### src/verilog/ptsw_pkg.sv
// Package of constants and state types for the pretrigger watchdog
package ptsw_pkg;
   // Clock rate and documented times
   localparam int CLK_MHZ       = 100;
   localparam int CLK_PERIOD_NS = 10;
   localparam int JITTER_MAX_NS = 14;
   localparam int TIMEOUT_US    = 100000;
   localparam int SUB_PERIOD_US = 4000;
   localparam int TIMEOUT_CYC   = TIMEOUT_US * CLK_MHZ;
   localparam int SUB_CYC       = SUB_PERIOD_US * CLK_MHZ;
   // Structure widths
   localparam int N_TRIG        = 4;
   localparam int CNT_W         = 24;
   localparam int DLY_W         = 16;
   localparam int DATA_W        = 16;
   localparam int PULSE_W       = 8;
   localparam int PULSE_CYC     = 10;
   // Reset values
   localparam logic [2:0]        SYNC_RST  = 3'h0;
   localparam logic [CNT_W-1:0]  CNT_RST   = 24'h00_0000;
   localparam logic [DLY_W-1:0]  DLY_RST   = 16'h0000;
   localparam logic [DATA_W-1:0] DATA_RST  = 16'h0000;
   localparam logic [PULSE_W-1:0] PULSE_RST = 8'h00;

   typedef struct packed {
      logic [N_TRIG-1:0] sense;
      logic              fall_edge;
      logic [DLY_W-1:0]  range_delay;
   } ptsw_cfg_t;

   typedef struct packed {
      logic [2:0]         sync;
      logic [CNT_W-1:0]   wd_cnt;
      logic [CNT_W-1:0]   sub_cnt;
      logic               subst;
      logic [DLY_W-1:0]   dly_cnt;
      logic               dly_run;
      logic               rz;
      logic [PULSE_W-1:0] pulse_cnt;
      logic [N_TRIG-1:0]  trig;
      logic [DATA_W-1:0]  data;
   } ptsw_state_t;
endpackage : ptsw_pkg

### src/verilog/ptsw_watchdog.sv
// Pretrigger edge capture, range-zero delay and missing-trigger watchdog
// Operation
// - One selectable edge, rising or falling, of the external pretrigger marks the pretrigger point.
// - Only the selected edge matters; the width of the input pulse has no effect.
// - A configured delay separates the pretrigger point from range zero.
// - All trigger outputs start in step with each accepted external pretrigger.
// - Timing uncertainty between the pretrigger and every trigger output stays below 0.014 us.
// - After more than 0.100 s without a pretrigger, substitute triggers are made at 250 Hz.
// - During substitute triggering, processing and outputs keep running and data is forced to zero.
// - A no-trigger flag is raised in status word one while the external trigger is missing.
// - A returning external edge ends substitute triggering at once without outside help.
// - Each trigger output has its own active-high or active-low sense.
module ptsw_watchdog #(
   parameter logic [ptsw_pkg::CNT_W-1:0] TIMEOUT_CYC =
      ptsw_pkg::CNT_W'(ptsw_pkg::TIMEOUT_CYC),
   parameter logic [ptsw_pkg::CNT_W-1:0] SUB_CYC     =
      ptsw_pkg::CNT_W'(ptsw_pkg::SUB_CYC)
) (
   input  wire logic                          mclk_i,
   input  wire logic                          nrst_i,
   input  wire logic                          ce_i,
   input  wire logic                          external_pretrigger_input_i,
   input  wire ptsw_pkg::ptsw_cfg_t           cfg_i,
   input  wire logic [ptsw_pkg::DATA_W-1:0]   data_i,
   output logic      [ptsw_pkg::DATA_W-1:0]   data_o,
   output logic      [ptsw_pkg::N_TRIG-1:0]   trig_o,
   output logic                               range_zero_o,
   output logic                               no_trigger_o,
   output logic      [15:0]                   status_word1_o
);
   // Fixed sync latency leaves only one clock period of uncertainty
   // jitter bound check
   localparam bit JITTER_OK = ptsw_pkg::CLK_PERIOD_NS < ptsw_pkg::JITTER_MAX_NS;
   localparam int NOTRIG_BIT = 0;

   ptsw_pkg::ptsw_state_t q, d;
   logic ext_edge;
   logic sub_fire;
   logic event_fire;

   // Output level for one trigger group from its pulse state and sense
   function automatic logic [ptsw_pkg::N_TRIG-1:0] trig_level(
      input logic                        active,
      input logic [ptsw_pkg::N_TRIG-1:0] sense);
      return active ? sense : ~sense;
   endfunction : trig_level

   always_comb begin
      ext_edge = cfg_i.fall_edge ? (!q.sync[1] && q.sync[2])
                                 : (q.sync[1] && !q.sync[2]);
   end

   always_comb begin
      d = q;
      sub_fire = 1'b0;
      d.sync = {q.sync[1:0], external_pretrigger_input_i};
      if (ext_edge) begin
         d.wd_cnt  = ptsw_pkg::CNT_RST;
         d.sub_cnt = ptsw_pkg::CNT_RST;
         d.subst   = 1'b0;
      end else if (!q.subst) begin
         if (q.wd_cnt == TIMEOUT_CYC - 1'b1) begin
            d.subst   = 1'b1;
            d.sub_cnt = ptsw_pkg::CNT_RST;
            sub_fire  = 1'b1;
         end else begin
            d.wd_cnt = q.wd_cnt + 1'b1;
         end
      end else begin
         if (q.sub_cnt == SUB_CYC - 1'b1) begin
            d.sub_cnt = ptsw_pkg::CNT_RST;
            sub_fire  = 1'b1;
         end else begin
            d.sub_cnt = q.sub_cnt + 1'b1;
         end
      end
      event_fire = ext_edge || sub_fire;
      d.rz = 1'b0;
      if (event_fire) begin
         d.dly_cnt = cfg_i.range_delay;
         d.dly_run = 1'b1;
      end else if (q.dly_run) begin
         if (q.dly_cnt == ptsw_pkg::DLY_RST) begin
            d.dly_run = 1'b0;
            d.rz      = 1'b1;
         end else begin
            d.dly_cnt = q.dly_cnt - 1'b1;
         end
      end
      if (event_fire) begin
         d.pulse_cnt = ptsw_pkg::PULSE_W'(ptsw_pkg::PULSE_CYC);
      end else if (q.pulse_cnt != ptsw_pkg::PULSE_RST) begin
         d.pulse_cnt = q.pulse_cnt - 1'b1;
      end
      for (int i = 0; i < ptsw_pkg::N_TRIG; i++) begin
         d.trig[i] = (d.pulse_cnt != ptsw_pkg::PULSE_RST) ? cfg_i.sense[i]
                                                            : !cfg_i.sense[i];
      end
      d.data = d.subst ? ptsw_pkg::DATA_RST : data_i;
   end

   always_ff @(posedge mclk_i or negedge nrst_i) begin
      if (!nrst_i) begin
         q.sync      <= ptsw_pkg::SYNC_RST;
         q.wd_cnt    <= ptsw_pkg::CNT_RST;
         q.sub_cnt   <= ptsw_pkg::CNT_RST;
         q.subst     <= 1'b0;
         q.dly_cnt   <= ptsw_pkg::DLY_RST;
         q.dly_run   <= 1'b0;
         q.rz        <= 1'b0;
         q.pulse_cnt <= ptsw_pkg::PULSE_RST;
         q.trig      <= '0;
         q.data      <= ptsw_pkg::DATA_RST;
      end else if (ce_i) begin
         q <= d;
      end
   end

   assign data_o       = q.data;
   assign trig_o       = q.trig;
   assign range_zero_o = q.rz;
   assign no_trigger_o = q.subst;
   always_comb begin
      status_word1_o             = 16'h0000;
      status_word1_o[NOTRIG_BIT] = q.subst;
   end
endmodule : ptsw_watchdog

### config.mk
export PLATFORM = sky130hd
export DESIGN_NAME = ptsw_watchdog
export DESIGN_NICKNAME = d
export VERILOG_FILES = /design/src/verilog/ptsw_pkg.sv /design/src/verilog/ptsw_watchdog.sv
export SDC_FILE = /design/constraint.sdc
export NUM_CORES = 1
export LEC_CHECK = 0
export ABC_CLOCK_PERIOD_IN_PS = 6100
export BUFFER_PORTS_ARGS = -buffer_cell sky130_fd_sc_hd__buf_2
export CAP_MARGIN = 15
export CORE_MARGIN = 8
export CORE_UTILIZATION = 63
export CTS_CLUSTER_DIAMETER = 120
export DETAILED_ROUTE_END_ITERATION = 6
export PLACE_DENSITY = 0.83
export REMOVE_ABC_BUFFERS = 1
export SLEW_MARGIN = 0
export SYNTH_ARGS = -nofsm -noshare
export SYNTH_HDL_FRONTEND = slang
export SYNTH_SLANG_ARGS = --single-unit
### constraint.sdc
create_clock -name mclk_i -period 6.1 [get_ports mclk_i]
set_input_delay 0.305 -clock mclk_i [delete_from_list [all_inputs] [get_ports mclk_i]]
set_output_delay 0.305 -clock mclk_i [all_outputs]
set_load 0.05 [all_outputs]
# Yosys cells after proc, flatten, opt, wreduce, memory -nomap -nowiden
# Cells that the tools add are included.
# Widths: inputs -> output; s select.
[word_totals]
regBits = 98
latchBits = 0
ramBits = 0
mem_bits_ro = 0
input_bits = 41
out_inout_bits = 38
mem_count = 0
[op_classes]
n_addsub = 4
mul = 0
div = 0
n_lt_le_gt_ge = 0
eq_ne = 5
shift = 0
muxes = 24
bitwise = 0
n_reduce_logical = 17
[op_table]
columns = ["cell", "n"]
rows = [
  ["$mux 24", 4],
  ["$mux 49", 1],
  ["$add 24x1->24 const B", 2],
  ["$mux 16", 2],
  ["$mux 25", 1],
  ["$eq 24x19->1 const B", 1],
  ["$eq 24x24->1 const B", 1],
  ["$mux 18", 1],
  ["$mux 17", 1],
  ["$logic_not 16->1", 1],
  ["$mux 8", 2],
  ["$reduce_bool 8->1", 2],
  ["$sub 16x1->16 const B", 1],
  ["$mux 1", 11],
  ["$sub 8x1->8 const B", 1],
  ["$logic_not 1->1", 6],
  ["$reduce_and 3->1", 2],
  ["$ne 2x2->1 const B", 2],
  ["$reduce_bool 3->1", 1],
  ["$logic_and 1x1->1", 2],
  ["$mux 2", 1],
  ["$ne 2x1->1 const B", 1],
  ["$reduce_and 2->1", 1],
  ["$reduce_bool 2->1", 1],
  ["$logic_or 1x1->1", 1],
]

# Depth between registers and ports, before layout
[depth]
word_depth = 8
ltp_mapped = 9

# Least setup slack after synthesis
# OpenSTA, ideal clock, no wires.
[synth_path]
kind = "flip-flop to flip-flop"
start = "register q[30] (netlist bit)"
end = "register q[36] (netlist bit)"
t_arrival_ps = 2424
t_required_ps = 5974
setup_slack_ps = 3550
stages_incl_launch_ff = 9
path_buffers = 1
period_less_slack_ps = 2550
path_cell_list = "dfrtp_1 inv_1 ha_1 or4b_2 clkbuf_1 or4_2 a31oi_1 nor4_1 a221o_1"
[synth_between]
elab_chain_cells = 4
word_cells_on_any_way = 7
[synth_rtl]
columns = ["item", "line_no", "source"]
rows = [
  ["start: declaration", "ptsw_watchdog.sv:36", "ptsw_pkg::ptsw_state_t q, d;"],
  ["$sub 16x1->16", "ptsw_watchdog.sv:87", "d.dly_cnt = q.dly_cnt - 1'b1;"],
  ["$mux 16", "ptsw_watchdog.sv:83", "if (q.dly_cnt == ptsw_pkg::DLY_RST) begin"],
  ["$mux 18", "ptsw_watchdog.sv:82", "end else if (q.dly_run) begin"],
  ["$mux 17", "ptsw_watchdog.sv:79", "if (event_fire) begin"],
]
# Parallel ways exist; a longest one is shown, timed or not. The select of a mux whose other input is x is not followed.
# A chain may end at the register's enable or synchronous reset.

# Final worst setup path
[layout_path]
start = "register q[84] (netlist bit)"
end = "register q[61] (netlist bit)"
[layout_between]
elab_chain_cells = 3
[layout_rtl]
columns = ["item", "line_no", "source"]
rows = [
  ["$eq 24x24->1", "ptsw_watchdog.sv:62", "if (q.wd_cnt == TIMEOUT_CYC - 1'b1) begin"],
  ["$reduce_bool 3->1 (no source line)", "--", ""],
  ["$reduce_and 2->1 (no source line)", "--", ""],
]
# Every way passes these cells.

==> flow_summary.rst <==
.. list-table::
   :header-rows: 1

   * - Metric
     - Value
   * - Status
     - complete, no violations
   * - Count of routing violations after the opening detailed-route iteration
     - 383
   * - Std-Cell Core Area
     - slightly above 9000 µm²
   * - Critical path data arrival time
     - 3.41 ns
   * - Die height
     - around 110 µm
   * - Number of I/O port buffers
     - 63
   * - Placement Rows
     - 35
   * - Leading cell types by count after synthesis
     - 98 x sky130_fd_sc_hd__dfrtp_1, 47 x sky130_fd_sc_hd__nand2_1, 38 x sky130_fd_sc_hd__a21oi_1, 37 x sky130_fd_sc_hd__buf_4
   * - Number of sinks on the clock net
     - a little under 100
   * - Path type of the worst setup path
     - register to register
   * - Layout Skew
     - between 0.009 and 0.01 ns
   * - Startpoint type of the worst setup path
     - register
   * - Ratio of total power to cell area
     - between 300 and 400 nW/µm²
   * - Die width
     - about 110 µm
   * - Global-route wire length before repair
     - ~25000 µm
   * - Required time at the endpoint of the critical path
     - roughly 6.4 ns
   * - Share of flip-flops with an asynchronous set or reset
     - 100%
   * - Total count of hold-check failures in the final report
     - 0
   * - Worst slew pin tran
     - 0.958 ns
   * - Yosys cell types
     - about 70
   * - Congestion Overflow GR
     - 0
   * - Kind of capture point of the worst setup path
     - register
   * - Peak supply drop
     - approximately 220 µV
   * - Top cell type by total area after synthesis
     - sky130_fd_sc_hd__dfrtp_1
   * - Final wirelength
     - between 10000 and 15000 µm
   * - Filler-free cell count of the finished design
     - around 780
   * - Routability congestion estimate from global placement
     - 0.898
   * - Area overhead of the layout relative to synthesis
     - 6.51%
   * - Most frequent cell after synthesis
     - sky130_fd_sc_hd__dfrtp_1
   * - Overall routing resource usage
     - between 20% and 30%
   * - Die outline area
     - 12700 µm²
   * - Unrepaired setup endpoints after global routing
     - no
   * - Hold Path Class
     - input port to register
   * - Detailed Routing Iterations Pass 1
     - 5
   * - Nets
     - about 700
   * - Post-route setup TNS
     - 0 ns
   * - Leading post-synthesis cells by cell area
     - sky130_fd_sc_hd__dfrtp_1 42%, sky130_fd_sc_hd__buf_4 4.7%, sky130_fd_sc_hd__a22o_1 3.7%
   * - Register bit count reported by yosys
     - 98
   * - Total of hold buffers inserted after clock tree synthesis
     - 1
   * - Post-Route Utilization
     - 68.4%
   * - Inst Count DP
     - 759
   * - CP Max Fanout
     - 20
   * - Starting density of the core
     - 64.3%
   * - Average routed wire per standard cell
     - 18.7 µm
   * - Share of cells above drive strength 1
     - about 17%
   * - Total setup violations reported at the end of the flow
     - 0
   * - Initial antenna violation count
     - 0
   * - Worst-case register-to-register setup slack
     - between 2 and 3 ns
   * - Ant diodes
     - 0
   * - Slew Limit Headroom
     - a little over a third
   * - Total count of max-transition violations in the final report
     - 0
   * - # DRC
     - 0
   * - Time the final worst path needs with I/O delays and setup
     - ~3.2 ns
   * - HPWL after detailed placement
     - between 9000 and 10000 µm
   * - Number of CTS-inserted buffers
     - 9
   * - Per-cell via count in the routed design
     - a little under 7
   * - Number of flops mapped to enable cells by yosys
     - 0
   * - I/O pin count
     - 79
   * - Number of max-cap violations
     - 0
   * - Synth Flop Type
     - sky130_fd_sc_hd__dfrtp_1
   * - Number of resized instances in the post-cts repair step
     - 0
   * - Via count
     - between 5000 and 6000
   * - Number of warnings reported in the yosys synthesis log
     - 0
   * - Share of the cycle needed by the critical path after routing
     - roughly half
   * - Number of instances in the synthesized netlist
     - about 640
   * - Mapped cell area
     - a little under 6000 µm²
   * - Avg Inst Size Synth
     - 9.25 µm²
   * - Setup Fix Bufs, Post-CTS
     - 0
   * - Share of Yosys cell area claimed by the top area cell type
     - 41.7%
   * - CTS clock-pin slew for the worst setup and hold paths
     - around 0.10 ns
   * - Via count of the first global-routing pass
     - 5143
   * - H-tree levels
     - 3
   * - Static leakage power
     - about 2.6 nW
   * - Clock latency on the worst-skew pair
     - 0.37 ns
   * - Clock Root Buffer
     - sky130_fd_sc_hd__clkbuf_8
   * - Maximum clock path buffer count
     - 2
   * - Maximum number of pins on one net before global-route repair
     - 78
   * - TritonCTS clock tree
     - done
   * - Number of nets with antenna violations after routing
     - 0
   * - Fill cell instance count of the final layout
     - between 600 and 700
   * - Fraction of the yosys area taken by sequential cells
     - 41.7%
   * - Max Fclk
     - approximately 320 MHz
## kinds of logic (layout without fill, tap and decap cells)
kind of cell,after synthesis,after routing,share of synthesized area (%)
AOI/OAI and AO/OA,187,187,23.1
xor gates and xnor gates,6,6,0.894
adders and majority gates,6,6,1.28
buffers and inverters,92,110,8.40
DFF,98,98,41.7
muxes,11,11,2.00
other,1,15,0.0638
and+or+nand+nor,235,235,22.6
## report_power, final
group,leakage (nW),internal (W),switching (W)
logic,1.24,0.000240,0.000409
clock network,0.0962,0.000161,0.000256
registers,1.27,0.000772,0.000150
## area by class of cell
cell class / instances / area, µm² / share of cell area [%]
Inverter: 20 / 75.1 / 1.20
Clock inverter: 7 / 67.6 / 1.08
Sequential cell: 98 / 2450 / 39.1
Tap cell: 111 / 139 / 2.22
Multi-Input combinational cell: 460 / 3000 / 47.9
Timing Repair Buffer: 74 / 405 / 6.47
Clock buffer: 9 / 124 / 1.98
## sequential cells by signal, indices dropped and copies added (netlist names)
register,cells
range_zero_o,1
no_trigger_o,1
d,2
data_o,16
q,74
trig_o,4
## layer usage
| metal | global-route usage [%] | part of all wire, % |
|---|---|---|
| met5 | 0 | 0 |
| met4 | 7.19 | 1.6 |
| met3 | 5.69 | 9.1 |
| met2 | 36.7 | 47 |
| met1 | 30.4 | 42 |
## per-stage QoR
step | hold slack, ns | power [W] | instance area [µm²] | setup slack (ns)
2_1_floorplan | 0.00941 | 0.00137 | 5520 | 1.94
3_3_place_gp | 0.211 | 0.00153 | 6040 | 2.70
3_5_place_dp | 0.213 | 0.00156 | 6040 | 2.61
4_1_cts | 0.130 | 0.00198 | 6240 | 2.61
5_1_grt | 0.130 | 0.00210 | 6260 | 2.76
6_report | 0.140 | 0.00199 | 6260 | 2.94
## worst max-delay path, stage by stage, from the launching register on
cell	delay [ns]
sky130_fd_sc_hd__dfrtp_1	0.47
sky130_fd_sc_hd__or4_1	0.51
sky130_fd_sc_hd__or4_1	0.59
sky130_fd_sc_hd__o32a_1	0.52
sky130_fd_sc_hd__a21oi_2	0.63
sky130_fd_sc_hd__buf_8	0.24
sky130_fd_sc_hd__a21oi_1	0.07
## cells in the final DEF (no fill, tap or decap), types with 20 or more instances in the layout
| cell type | instances |
|---|---|
| sky130_fd_sc_hd__nand2_1 | 47 |
| sky130_fd_sc_hd__buf_2 | 62 |
| sky130_fd_sc_hd__or3_1 | 31 |
| sky130_fd_sc_hd__a21oi_1 | 38 |
| sky130_fd_sc_hd__nand3_1 | 31 |
| sky130_fd_sc_hd__nor2_1 | 24 |
| sky130_fd_sc_hd__o21ai_0 | 30 |
| sky130_fd_sc_hd__or4_1 | 24 |
| sky130_fd_sc_hd__a22o_1 | 25 |
| sky130_fd_sc_hd__dfrtp_1 | 98 |
| sky130_fd_sc_hd__inv_1 | 20 |
## path summary, 6_finish.rpt
path | start | end | cells after the start
worst max-delay path | q[84] | q[61] | 6
worst min-delay path | data_i[11] | data_o[11] | 2
worst max register to register | q[84] | q[61] | 6
worst min register to register | range_zero_o | range_zero_o | 1
max in group asynchronous | nrst_i | data_o[6] | 3
min in group asynchronous | nrst_i | q[68] | 2
No activity file was read; power rests on OpenSTA's default activity.
